File: src/core/quadrature_decoder_evt_map.svh
// Register offsets, field positions and reset values of the event block.
// Assumes inclusion by bare name from design and test files.
`ifndef QUAD_EVT_MAP_SVH
`define QUAD_EVT_MAP_SVH

// ----------------------------------------
// Register offsets
// ----------------------------------------
`define OFS_NEW_SAMPLE_EVENT   12'h100
`define OFS_MOTION_REPORT_EVT  12'h104
`define OFS_OVERFLOW_EVT       12'h108
`define OFS_DOUBLE_EVT         12'h10c
`define OFS_HALTED_EVT         12'h110
`define OFS_LINKS              12'h200
`define OFS_IRQ_STATUS         12'h300
`define OFS_IRQ_MASK           12'h304
`define OFS_MOTION_SNAP        12'h518
`define OFS_DOUBLE_SNAP        12'h548

// ----------------------------------------
// Link bit positions
// ----------------------------------------
`define LNK_REPORT_CLR_BOTH    0
`define LNK_SAMPLE_STOP        1
`define LNK_REPORT_CLR_MOTION  2
`define LNK_REPORT_STOP        3
`define LNK_DOUBLE_CLR_DOUBLE  4
`define LNK_DOUBLE_STOP        5
`define LNK_SAMPLE_CLR_BOTH    6
`define LINKS_WIDTH            7
`define LINKS_RESET            7'h00

// ----------------------------------------
// Event index in status and mask
// ----------------------------------------
`define EV_SAMPLE              0
`define EV_REPORT              1
`define EV_OVERFLOW            2
`define EV_DOUBLE              3
`define EV_HALTED              4
`define EV_COUNT               5

`endif

File: src/core/quadrature_decoder_evt_pkg.sv
// Types shared by the event block.
// Assumes the map header for numeric constants.
package quad_evt_pkg;
    typedef logic [11:0] addr_type;
    typedef logic [31:0] word_type;
endpackage

File: src/core/event_flag.sv
// One sticky event flag with software write and hardware set.
// Assumes one clock, synchronous active-high reset.
`timescale 1ns/1ps
module event_flag (
    input  wire logic clk_sys,   // System clock
    input  wire logic rst,       // Sync reset
    input  wire logic set_pulse, // Hardware event
    input  wire logic wr_en,     // Software write strobe
    input  wire logic wr_bit,    // Software written value
    output logic      flag       // Flag state
);
    // ----------------------------------------
    // Flag storage
    // ----------------------------------------
    // Set wins over a software write of zero
    always_ff @(posedge clk_sys) begin
        if (rst) begin
            flag <= 1'b0;
        end else if (set_pulse) begin
            flag <= 1'b1;
        end else if (wr_en) begin
            flag <= wr_bit;
        end
    end
endmodule

File: src/core/quadrature_event_shortcuts.sv
// Event flags, event-to-task links, snapshot tasks and interrupt of the
// quadrature decoder.  Assumes decoder core supplies one-cycle pulses.
//
// Contract
// - Report event only when motion total nonzero
// - Double event only when double total nonzero
// - Overflow event on either total overflow
// - Halted event once decoder really stops
// - Set link bit connects event to task
// - Bit 0: report triggers clear both
// - Bit 1: new sample triggers stop
// - Bit 2: report triggers clear motion
// - Bit 3: report triggers stop
// - Bit 4: double triggers clear double
// - Bit 5: double triggers stop
// - Clear both snapshots and zeroes atomically
// - Clear motion snapshots and zeroes motion
// - Clear double snapshots and zeroes double
// - New sample event per written sample
`timescale 1ns/1ps
`include "quadrature_decoder_evt_map.svh"
module quadrature_event_shortcuts #(
    parameter int TOTAL_W = 16      // Width of both totals
) (
    input  wire logic              clk_sys,        // System clock, 50 MHz
    input  wire logic              rst,            // Sync reset, active high
    input  wire quad_evt_pkg::addr_type addr,      // Register byte address
    input  wire quad_evt_pkg::word_type wr_data,   // Write data
    input  wire logic              wr_en,          // Write strobe
    input  wire logic              rd_en,          // Read strobe
    output quad_evt_pkg::word_type rd_data,        // Read data, next cycle
    input  wire logic              report_due,     // Report period reached
    input  wire logic              sample_written, // New sample stored
    input  wire logic              motion_ovf,     // Motion total overflow
    input  wire logic              double_ovf,     // Double total overflow
    input  wire logic              decoder_halted, // Decoder halted pulse
    input  wire logic [TOTAL_W-1:0] motion_total,  // Running motion total
    input  wire logic [TOTAL_W-1:0] double_transition_total, // Double total
    input  wire logic              sw_clr_both,    // Software clear-both task
    input  wire logic              sw_clr_motion,  // Software clear-motion task
    input  wire logic              sw_clr_double,  // Software clear-double task
    output logic                   clr_motion_total, // Zero motion total
    output logic                   clr_double_total, // Zero double total
    output logic                   stop_task,      // Stop the decoder
    output logic [TOTAL_W-1:0]     motion_total_snapshot, // Motion snapshot
    output logic [TOTAL_W-1:0]     double_total_snapshot, // Double snapshot
    output logic                   irq             // Level interrupt
);
    import quad_evt_pkg::*;

    // ----------------------------------------
    // Event detection
    // ----------------------------------------
    logic [`EV_COUNT-1:0]    ev_pulse;
    logic [`EV_COUNT-1:0]    ev_flag;
    logic [`EV_COUNT-1:0]    ev_wr;
    logic [`LINKS_WIDTH-1:0] links_r;
    logic [`EV_COUNT-1:0]    irq_status_r;
    logic [`EV_COUNT-1:0]    irq_mask_r;
    logic                    do_both;
    logic                    do_motion;
    logic                    do_double;

    // Event pulses from decoder conditions
    always_comb begin
        ev_pulse[`EV_SAMPLE]   = sample_written;
        ev_pulse[`EV_REPORT]   = report_due && (motion_total != '0);
        ev_pulse[`EV_DOUBLE]   = report_due && (double_transition_total != '0);
        ev_pulse[`EV_OVERFLOW] = motion_ovf || double_ovf;
        ev_pulse[`EV_HALTED]   = decoder_halted;
    end

    // Address decode shared by flags and readback
    function automatic int ev_index(input addr_type a);
        if (a == `OFS_NEW_SAMPLE_EVENT) begin
            return `EV_SAMPLE;
        end else if (a == `OFS_MOTION_REPORT_EVT) begin
            return `EV_REPORT;
        end else if (a == `OFS_OVERFLOW_EVT) begin
            return `EV_OVERFLOW;
        end else if (a == `OFS_DOUBLE_EVT) begin
            return `EV_DOUBLE;
        end else if (a == `OFS_HALTED_EVT) begin
            return `EV_HALTED;
        end else begin
            return -1;
        end
    endfunction

    // ----------------------------------------
    // Event flag registers
    // ----------------------------------------
    genvar gi;
    generate
        for (gi = 0; gi < `EV_COUNT; gi++) begin : g_flag
            assign ev_wr[gi] = wr_en && (ev_index(addr) == gi);
            event_flag u_flag (
                .clk_sys   (clk_sys),
                .rst       (rst),
                .set_pulse (ev_pulse[gi]),
                .wr_en     (ev_wr[gi]),
                .wr_bit    (wr_data[0]),
                .flag      (ev_flag[gi])
            );
        end
    endgenerate

    // ----------------------------------------
    // Shortcut register and task routing
    // ----------------------------------------
    // Link register write
    always_ff @(posedge clk_sys) begin
        if (rst) begin
            links_r <= `LINKS_RESET;
        end else if (wr_en && addr == `OFS_LINKS) begin
            links_r <= wr_data[`LINKS_WIDTH-1:0];
        end
    end

    // Task triggers from links and software
    always_comb begin
        // report to clear both; sample to clear both
        do_both = sw_clr_both
            || (links_r[`LNK_REPORT_CLR_BOTH] && ev_pulse[`EV_REPORT])
            || (links_r[`LNK_SAMPLE_CLR_BOTH] && ev_pulse[`EV_SAMPLE]);
        do_motion = sw_clr_motion
            || (links_r[`LNK_REPORT_CLR_MOTION] && ev_pulse[`EV_REPORT]);
        do_double = sw_clr_double
            || (links_r[`LNK_DOUBLE_CLR_DOUBLE] && ev_pulse[`EV_DOUBLE]);
        stop_task = (links_r[`LNK_SAMPLE_STOP] && ev_pulse[`EV_SAMPLE])
            || (links_r[`LNK_REPORT_STOP] && ev_pulse[`EV_REPORT])
            || (links_r[`LNK_DOUBLE_STOP] && ev_pulse[`EV_DOUBLE]);
        clr_motion_total = do_both || do_motion;
        clr_double_total = do_both || do_double;
    end

    // ----------------------------------------
    // Snapshot registers
    // ----------------------------------------
    // motion snapshot in same cycle as clear
    always_ff @(posedge clk_sys) begin
        if (rst) begin
            motion_total_snapshot <= '0;
        end else if (clr_motion_total) begin
            motion_total_snapshot <= motion_total;
        end
    end

    // double snapshot in same cycle as clear
    always_ff @(posedge clk_sys) begin
        if (rst) begin
            double_total_snapshot <= '0;
        end else if (clr_double_total) begin
            double_total_snapshot <= double_transition_total;
        end
    end

    // ----------------------------------------
    // Interrupt status and mask
    // ----------------------------------------
    // Sticky status, write one to clear, set wins
    always_ff @(posedge clk_sys) begin
        if (rst) begin
            irq_status_r <= '0;
        end else if (wr_en && addr == `OFS_IRQ_STATUS) begin
            irq_status_r <= (irq_status_r & ~wr_data[`EV_COUNT-1:0]) | ev_pulse;
        end else begin
            irq_status_r <= irq_status_r | ev_pulse;
        end
    end

    // Mask register
    always_ff @(posedge clk_sys) begin
        if (rst) begin
            irq_mask_r <= '0;
        end else if (wr_en && addr == `OFS_IRQ_MASK) begin
            irq_mask_r <= wr_data[`EV_COUNT-1:0];
        end
    end

    assign irq = |(irq_status_r & irq_mask_r);

    // ----------------------------------------
    // Read data
    // ----------------------------------------
    // Read data one cycle after strobe, zero elsewhere
    always_ff @(posedge clk_sys) begin
        if (rst || !rd_en) begin
            rd_data <= '0;
        end else if (ev_index(addr) >= 0) begin
            rd_data <= {31'h0, ev_flag[ev_index(addr)]};
        end else if (addr == `OFS_LINKS) begin
            rd_data <= {{(32-`LINKS_WIDTH){1'b0}}, links_r};
        end else if (addr == `OFS_IRQ_STATUS) begin
            rd_data <= {{(32-`EV_COUNT){1'b0}}, irq_status_r};
        end else if (addr == `OFS_IRQ_MASK) begin
            rd_data <= {{(32-`EV_COUNT){1'b0}}, irq_mask_r};
        end else if (addr == `OFS_MOTION_SNAP) begin
            rd_data <= 32'(motion_total_snapshot);
        end else if (addr == `OFS_DOUBLE_SNAP) begin
            rd_data <= 32'(double_total_snapshot);
        end else begin
            rd_data <= '0;
        end
    end

    // ----------------------------------------
    // Assertions
    // ----------------------------------------
    property p_report_nonzero;
        @(posedge clk_sys) disable iff (rst)
        (report_due && motion_total != '0) |=> ev_flag[`EV_REPORT];
    endproperty
    a_report_nonzero: assert property (p_report_nonzero)
        else $error("report event missed");

    property p_report_zero;
        @(posedge clk_sys) disable iff (rst)
        (report_due && motion_total == '0 && !ev_flag[`EV_REPORT] && !ev_wr[`EV_REPORT])
            |=> !ev_flag[`EV_REPORT];
    endproperty
    a_report_zero: assert property (p_report_zero)
        else $error("report event without motion");

    property p_double_evt;
        @(posedge clk_sys) disable iff (rst)
        (report_due && double_transition_total != '0) |=> ev_flag[`EV_DOUBLE];
    endproperty
    a_double_evt: assert property (p_double_evt)
        else $error("double event missed");

    property p_overflow;
        @(posedge clk_sys) disable iff (rst)
        (motion_ovf || double_ovf) |=> ev_flag[`EV_OVERFLOW];
    endproperty
    a_overflow: assert property (p_overflow)
        else $error("overflow event missed");

    property p_halted;
        @(posedge clk_sys) disable iff (rst)
        decoder_halted |=> ev_flag[`EV_HALTED];
    endproperty
    a_halted: assert property (p_halted)
        else $error("halted event missed");

    property p_sticky;
        @(posedge clk_sys) disable iff (rst)
        (ev_flag[`EV_SAMPLE] && !ev_wr[`EV_SAMPLE]) |=> ev_flag[`EV_SAMPLE];
    endproperty
    a_sticky: assert property (p_sticky)
        else $error("sample flag dropped without write");

    property p_stop_report;
        @(posedge clk_sys) disable iff (rst)
        (links_r[`LNK_REPORT_STOP] && report_due && motion_total != '0) |-> stop_task;
    endproperty
    a_stop_report: assert property (p_stop_report)
        else $error("report stop link failed");

    property p_no_link;
        @(posedge clk_sys) disable iff (rst)
        (links_r == '0) |-> !stop_task;
    endproperty
    a_no_link: assert property (p_no_link)
        else $error("stop without link");

    property p_snap_motion;
        @(posedge clk_sys) disable iff (rst)
        clr_motion_total |=> motion_total_snapshot == $past(motion_total);
    endproperty
    a_snap_motion: assert property (p_snap_motion)
        else $error("motion snapshot wrong");

    property p_snap_double;
        @(posedge clk_sys) disable iff (rst)
        clr_double_total |=> double_total_snapshot == $past(double_transition_total);
    endproperty
    a_snap_double: assert property (p_snap_double)
        else $error("double snapshot wrong");

    property p_stop_double;
        @(posedge clk_sys) disable iff (rst)
        (links_r[`LNK_DOUBLE_STOP] && report_due && double_transition_total != '0)
            |-> stop_task;
    endproperty
    a_stop_double: assert property (p_stop_double)
        else $error("double stop link failed");

    property p_both;
        @(posedge clk_sys) disable iff (rst)
        (links_r[`LNK_SAMPLE_CLR_BOTH] && sample_written)
            |-> clr_motion_total && clr_double_total;
    endproperty
    a_both: assert property (p_both)
        else $error("sample clear both failed");
endmodule

File: config.mk
export PLATFORM = sky130hd
export DESIGN_NAME = quadrature_event_shortcuts
export DESIGN_NICKNAME = d
export VERILOG_FILES = /design/src/core/quadrature_decoder_evt_pkg.sv /design/src/core/event_flag.sv /design/src/core/quadrature_event_shortcuts.sv
export VERILOG_INCLUDE_DIRS = /design/src /design/src/core
export SDC_FILE = /design/constraint.sdc
export NUM_CORES = 1
export LEC_CHECK = 0
export ABC_CLOCK_PERIOD_IN_PS = 2000
export BUFFER_PORTS_ARGS = -buffer_cell sky130_fd_sc_hd__buf_2
export CORE_ASPECT_RATIO = 1.4
export CORE_MARGIN = 5
export CORE_UTILIZATION = 42
export CTS_CLUSTER_SIZE = 25
export DETAILED_ROUTE_END_ITERATION = 7
export GPL_TIMING_DRIVEN = 0
export PLACE_DENSITY = 0.83
export SLEW_MARGIN = 30
export SYNTH_ARGS = -nofsm -noshare
export SYNTH_HDL_FRONTEND = slang
export SYNTH_HIERARCHICAL = 1
export SYNTH_SLANG_ARGS = --single-unit
export TNS_END_PERCENT = 1
File: constraint.sdc
create_clock -name clk_sys -period 2 [get_ports clk_sys]
set_clock_uncertainty 0.2 [all_clocks]
set_input_delay 0.3 -clock clk_sys [delete_from_list [all_inputs] [get_ports clk_sys]]
set_output_delay 0.3 -clock clk_sys [all_outputs]
set_load 0.01 [all_outputs]
==> results.toml, run 1 <==
[outcome]
status = "complete, but fails checks"
violations = "setup timing"

[sta]
maxSlewViolCount = 0
tightest_slew_ns = 0.512
period_share_pct = 109
holdWs_ns = 0.0109
layout_setup_ws_ns = -0.177
setup_violations = 5
slew_headroom_pct = 65.9
rsz0062_at_grt = "true"
fmax_mhz = 459
period_minus_slack_ns = 2.18
final-hold-violation-count = 0

[min_path]
hp-class = "input port to flop"
holdPathStages = 3

[global_routing]
grt_pass1_wl_mm = 16.3
overflow = 0
grt_pass1_vias = 3402
grt_use_total_pct = 21.3
antenna_found_initial = 0
grt_start_max_net_pins = 18

[floorplanning]
initial_core_util_pct = 42.8
die-area_mm2 = 0.00974
pin_count = 156
rows = 38
die_height_um = 115
die_w_um = 84.9
core_mm2 = 0.00770

[clock_network]
cts_tree = "yes"
cts_sinks = 70
htree_levels = 3
numCtsBuffers = 9
cts.path.max_buffers = 2
clock_latency_ns = 0.35
clk_pin_slew_ns = 0.07
ctsRootBufferMaster = "clkbuf_8"

[final_layout]
final_area_mm2 = 0.00454
area_growth_pct = 37.7
antenna_cells = 0
finalNetCount = 594
finish.utilization_pct = 58.9
drive_gt1_share_pct = 36.6

[route]
wire_per_inst_um = 16.9
drtAntennaViolNets = 0
top_layer_used = "met4"
postRouteWirelength_mm = 10.3
vias = 3228
wl_met1_mm = 3.70
drt_iter0_markers = 284
via_per_inst = 5.28
drc_errors = 0
wl_met2_mm = 5.45
wl_met3_um = 897
drt_first_pass_iters = 4

[synth]
yosysWarnings = 6
yosys-top-cells-count = "70 x dfxtp_1, 67 x nor2_1, 51 x mux2i_1"
async_flop_share_pct = 0
yosys.area.top_type = "dfxtp_1"
syn_avg_cell_area_um2 = 9.20
synth_area_mm2 = 0.00329
synth-edff-count = 0
ys_types = 41
synthCells = 358
netlist.area_leader.share_pct = 42.5
synth-main-ff-cell = "dfxtp_1"
yosysMostFrequentCell = "dfxtp_1"
ys_seq_elements = 70
ys_top_cells_by_area = "dfxtp_1 43%, mux2i_1 15%, nor2_1 7.6%"
ys_seq_area_share_pct = 42.5

[critical_path]
rr_worst_depth = 6
end_kind = "output port"
crit_arrival_ns = 1.68
cp.required_ns = 1.50
path_max_fanout = 2
cp-start-kind = "input port"
path_class = "input port to output port"

[placed_design]
portBuffers = 114
pre_cts_ws_ns = -0.786
place_hpwl_mm = 7.99
gp_congestion = 0.852
place_area_mm2 = 0.00408

[power]
vdd_drop_max_uv = 643
leakagePower_nw = 2.09
p_per_area_mw_per_mm2 = 686

[job]
max-cap-violations = 0
## placed cells by master, fill, tap and decap left out, types with 5 or more instances in the layout
cell type | Yosys | layout
nor4_2 | 4 | 5
a22oi_1 | 15 | 15
mux2_2 | 5 | 5
conb_1 | 1 | 16
dfxtp_1 | 70 | 70
nor3_1 | 10 | 9
buf_6 | 1 | 11
o21ai_0 | 5 | 5
buf_4 | 17 | 20
inv_1 | 12 | 11
nor2b_1 | 8 | 8
a21oi_1 | 8 | 7
buf_2 | 2 | 106
nand2_1 | 12 | 11
nor3b_1 | 7 | 5
clkbuf_1 | 13 | 10
nor2_1 | 67 | 67
clkbuf_8 | 0 | 11
mux2i_1 | 51 | 51
nor4_4 | 0 | 5
## stage by stage
step / cells / power [mW] / setup TNS (ns)
2_1_floorplan: 373 / 1.73 / -1.93
3_3_place_gp: 587 / 1.92 / -30.51
3_5_place_dp: 587 / 1.93 / -33.79
4_1_cts: 611 / 3.11 / -0.584
5_1_grt: 611 / 3.24 / -2.64
6_report: 611 / 3.11 / -0.495
## path summary, 6_finish.rpt
| kind | startpoint | to | slack [ns] |
|---|---|---|---|
| max | motion_total[8] | stop_task | -0.18 |
| max reg2reg | links_r[4] | double_total_snapshot[9] | 0.16 |
| min | motion_total[11] | motion_total_snapshot[11] | 0.01 |
| min reg2reg | irq_status_r[2] | irq_status_r[2] | 0.31 |
## cells by family after synthesis
group,Yosys count,share of synthesized area (%)
other,1,0.114
flip-flops,70,42.5
AND/OR/NAND/NOR,138,21.5
AO/OA/AOI/OAI,48,11.3
multiplexers,56,17.2
buffers and inverters,45,7.37
## state kept, by name, indices dropped and copies added, names as in the netlist
signal                 count
irq_status_r               5
links_r                    7
motion_total_snapshot     16
g_flag.u_flag/flag         5
irq_mask_r                 5
double_total_snapshot     16
rd_data                   16
## worst max-delay path, stage by stage
cell and delay [ns]:
buf_6 0.10, nor4_4 0.38, a41oi_2 0.18, buf_4 0.18
a222oi_1 0.32, inv_1 0.07, buf_2 0.14
## repair_timing
| item | 4_1_cts | 5_1_grt |
|---|---|---|
| pin swaps | 8 | 10 |
| hold endpoints to repair | 4 | 0 |
| buffers inserted | 5 | 0 |
| endpoints found under the setup margin | 47 | 40 |
| hold buffers | 4 | 0 |
| resized for setup | 22 | 20 |
## routing by layer
layer	track usage, %	up-vias
li1	-	1543
met1	22.4	1510
met2	38.5	156
met3	6.38	19
met4	10.3	0
met5	0	-
## area by class of cell
cell class / instances / area (um2)
buffer: 32 / 218
clock buffer: 13 / 159
clock inverter: 3 / 42.5
fill: 697 / 3170
inverter: 12 / 45.0
multi-input combinational: 258 / 1830
sequential: 70 / 1400
tap: 100 / 125
timing repair buffer: 123 / 712
## where the power goes
group	leakage (nW)	switching (mW)	internal [mW]
Sequential	0.575	0.0472	1.45
Combinational	1.42	0.242	0.212
Clock	0.0996	0.519	0.643
(Power assumes the default switching activity.)
==> inputs of run 2 (changes only) <==
--- a/config.mk
+++ b/config.mk
@@ -13,7 +13,7 @@
 export CORE_UTILIZATION = 42
 export CTS_CLUSTER_SIZE = 25
 export DETAILED_ROUTE_END_ITERATION = 7
-export GPL_TIMING_DRIVEN = 0
+export GPL_ROUTABILITY_DRIVEN = 0
 export PLACE_DENSITY = 0.83
 export SLEW_MARGIN = 30
 export SYNTH_ARGS = -nofsm -noshare
==> run 2 against run 1 <==
The run still ends with setup timing left. Design area rose by 2.2%. Non-clock buffer count increased by 12. Setup slack worse by 0.045 ns. Count of clock-buffer cells in the layout decreased by 4. Sequential power barely moved. Register-to-register slack got worse by 0.03 ns. Global-route usage increased by 0.096 points. Hold slack worse by 0.0080 ns.
==> results.toml, run 2 (synthesis results as in run 1) <==
[outcome]
status = "complete, but fails checks"
violations = "setup timing"

[min_path]
hp-class = "input port to flop"
whs_endpoint = "double_total_snapshot[3]"
holdPathStages = 3
worstHoldStart = "double_transition_total[3]"

[critical_path]
critPathSlowestCell = "a2111oi_4"
cp-start-kind = "input port"
cp.required_ns = 1.50
path_class = "input port to output port"
crit_arrival_ns = 1.72
path_buf_inv = 4
cp_top_family = "simple AND/OR/NAND/NOR gates"
crit_path_max_incr_delay_ns = 0.44
end_kind = "output port"
crit_chain = "buf_8, nor4_4, nand4_1, a2111oi_4, buf_4, inv_2, buf_6"
rr_worst_depth = 6
r2r_slack_ns = 0.13
path_max_fanout = 2
rr_endpoint = "double_total_snapshot[1]"
reg2reg_from = "links_r[6]"

[placed_design]
portBuffers = 114
place_area_mm2 = 0.00429
place_hpwl_mm = 8.14

[floorplanning]
die_height_um = 115
die-area_mm2 = 0.00974
rows = 38
die_w_um = 84.9
core_mm2 = 0.00770
pin_count = 156
initial_core_util_pct = 42.8

[power]
p_sw_share_pct = 26.5
switching_power_mw = 0.856
intPower_mw = 2.37
seq_power_share_pct = 46.3
vdd_drop_max_uv = 532
clockPowerShare_pct = 39.4
comb_power_share_pct = 14.3
leakagePower_nw = 2.16
p_per_area_mw_per_mm2 = 697
finalPower_mw = 3.23

[job]
max-cap-violations = 0

[route]
via_per_inst = 5.24
drc_errors = 0
postRouteWirelength_mm = 10.3
drt_first_pass_iters = 5
vias = 3263
drt_iter0_markers = 314
drtAntennaViolNets = 0
wire_per_inst_um = 16.6

[global_routing]
overflow = 0
grt_pass1_wl_mm = 16.4
grt_use_total_pct = 21.4
antenna_found_initial = 0
grt_pass1_vias = 3466
grt_start_max_net_pins = 55

[sta]
period_minus_slack_ns = 2.22
layout_setup_ws_ns = -0.223
setup_violations = 3
final-hold-violation-count = 0
period_share_pct = 111
fmax_mhz = 450
tightest_slew_ns = 0.560
rsz0062_at_grt = "true"
slew_headroom_pct = 62.7
fin_setup_tns_ns = -0.520
maxSlewViolCount = 0

[clock_network]
numCtsBuffers = 9
cts_tree = "yes"
clock_latency_ns = 0.35
clk_pin_slew_ns = 0.08
ctsRootBufferMaster = "clkbuf_8"
htree_levels = 3
cts.path.max_buffers = 2
cts_sinks = 70

[final_layout]
fillers = 657
drive_gt1_share_pct = 39.8
top_regs = "double_total_snapshot x16, motion_total_snapshot x16, rd_data x16"
final_area_mm2 = 0.00464
finalNetCount = 606
mostFrequentLayoutCell = "buf_2"
antenna_cells = 0
finish.utilization_pct = 60.2
area_growth_pct = 40.7
final_cell_mix = "111 x buf_2, 70 x dfxtp_1, 67 x nor2_1, 51 x mux2i_1, 48 x buf_4"
-- run 2: metrics by stage --
| step | std cells | setup slack, ns | hold slack [ns] |
|---|---|---|---|
| detailed placement | 603 | -0.384 | 0.310 |
| floorplan | 373 | -0.150 | 0.169 |
| global placement | 603 | -0.297 | 0.299 |
| CTS | 622 | -0.236 | 0.00870 |
| global route | 623 | -0.259 | 0.00925 |
| finish | 623 | -0.223 | 0.00288 |
-- run 2: timing repair --
| item | CTS | global route |
|---|---|---|
| setup endpoints to repair | 7 | 8 |
| hold buffers | 2 | 0 |
| hold endpoints to repair | 2 | 0 |
| buffers inserted | 1 | 1 |
| resized for setup | 9 | 9 |
| pin swaps | 4 | 4 |
-- run 2: cell type report --
class	instances	area (um2)	share of cell area, %
clock buffer	9	124	2.67
sequential	70	1400	30.2
multi-input combinational	258	1810	39.0
tap	100	125	2.70
clock inverter	7	97.6	2.11
inverter	12	45.0	0.972
timing repair buffer	167	1030	22.3
-- run 2: worst reg2reg max path, delay by kind of cell, from the launching register on --
| family | cells | cell delay (ns) |
|---|---|---|
| compound gates | 2 | 0.54 |
| buf+inv | 2 | 0.34 |
| flops | 1 | 0.36 |
| mux | 1 | 0.22 |
| simple gates | 1 | 0.07 |
-- run 2: metal layers --
metal / part of all wire, % / GRT usage (%) / up-vias
met3: 8.2 / 6.38 / 16
met5: 0 / 0 / -
li1: - / - / 1575
met1: 37 / 22.1 / 1535
met4: 1.8 / 9.61 / 0
met2: 53 / 39.5 / 137
-- run 2: power by group through the flow --
stage / Combinational, mW / Clock (mW) / Sequential (mW)
floorplan: 0.199 / 0 / 1.53
global placement: 0.417 / 0 / 1.52
detailed placement: 0.429 / 0 / 1.53
CTS: 0.447 / 1.28 / 1.50
global route: 0.499 / 1.35 / 1.50
finish: 0.460 / 1.27 / 1.50
-- run 2: worst max-delay path by stage --
| stage | startpoint | endpoint | slack [ns] | cells past startpoint |
|---|---|---|---|---|
| 3_3_place_gp | addr[1] | rd_data[0] | -0.30 | 6 |
| 3_5_place_dp | double_transition_total[2] | double_total_snapshot[10] | -0.38 | 7 |
| 6_report | double_transition_total[3] | clr_double_total | -0.22 | 7 |
| 5_1_grt | double_transition_total[3] | clr_double_total | -0.26 | 7 |
| 4_1_cts | double_transition_total[5] | stop_task | -0.24 | 7 |
| 2_1_floorplan | double_transition_total[10] | clr_double_total | -0.15 | 5 |
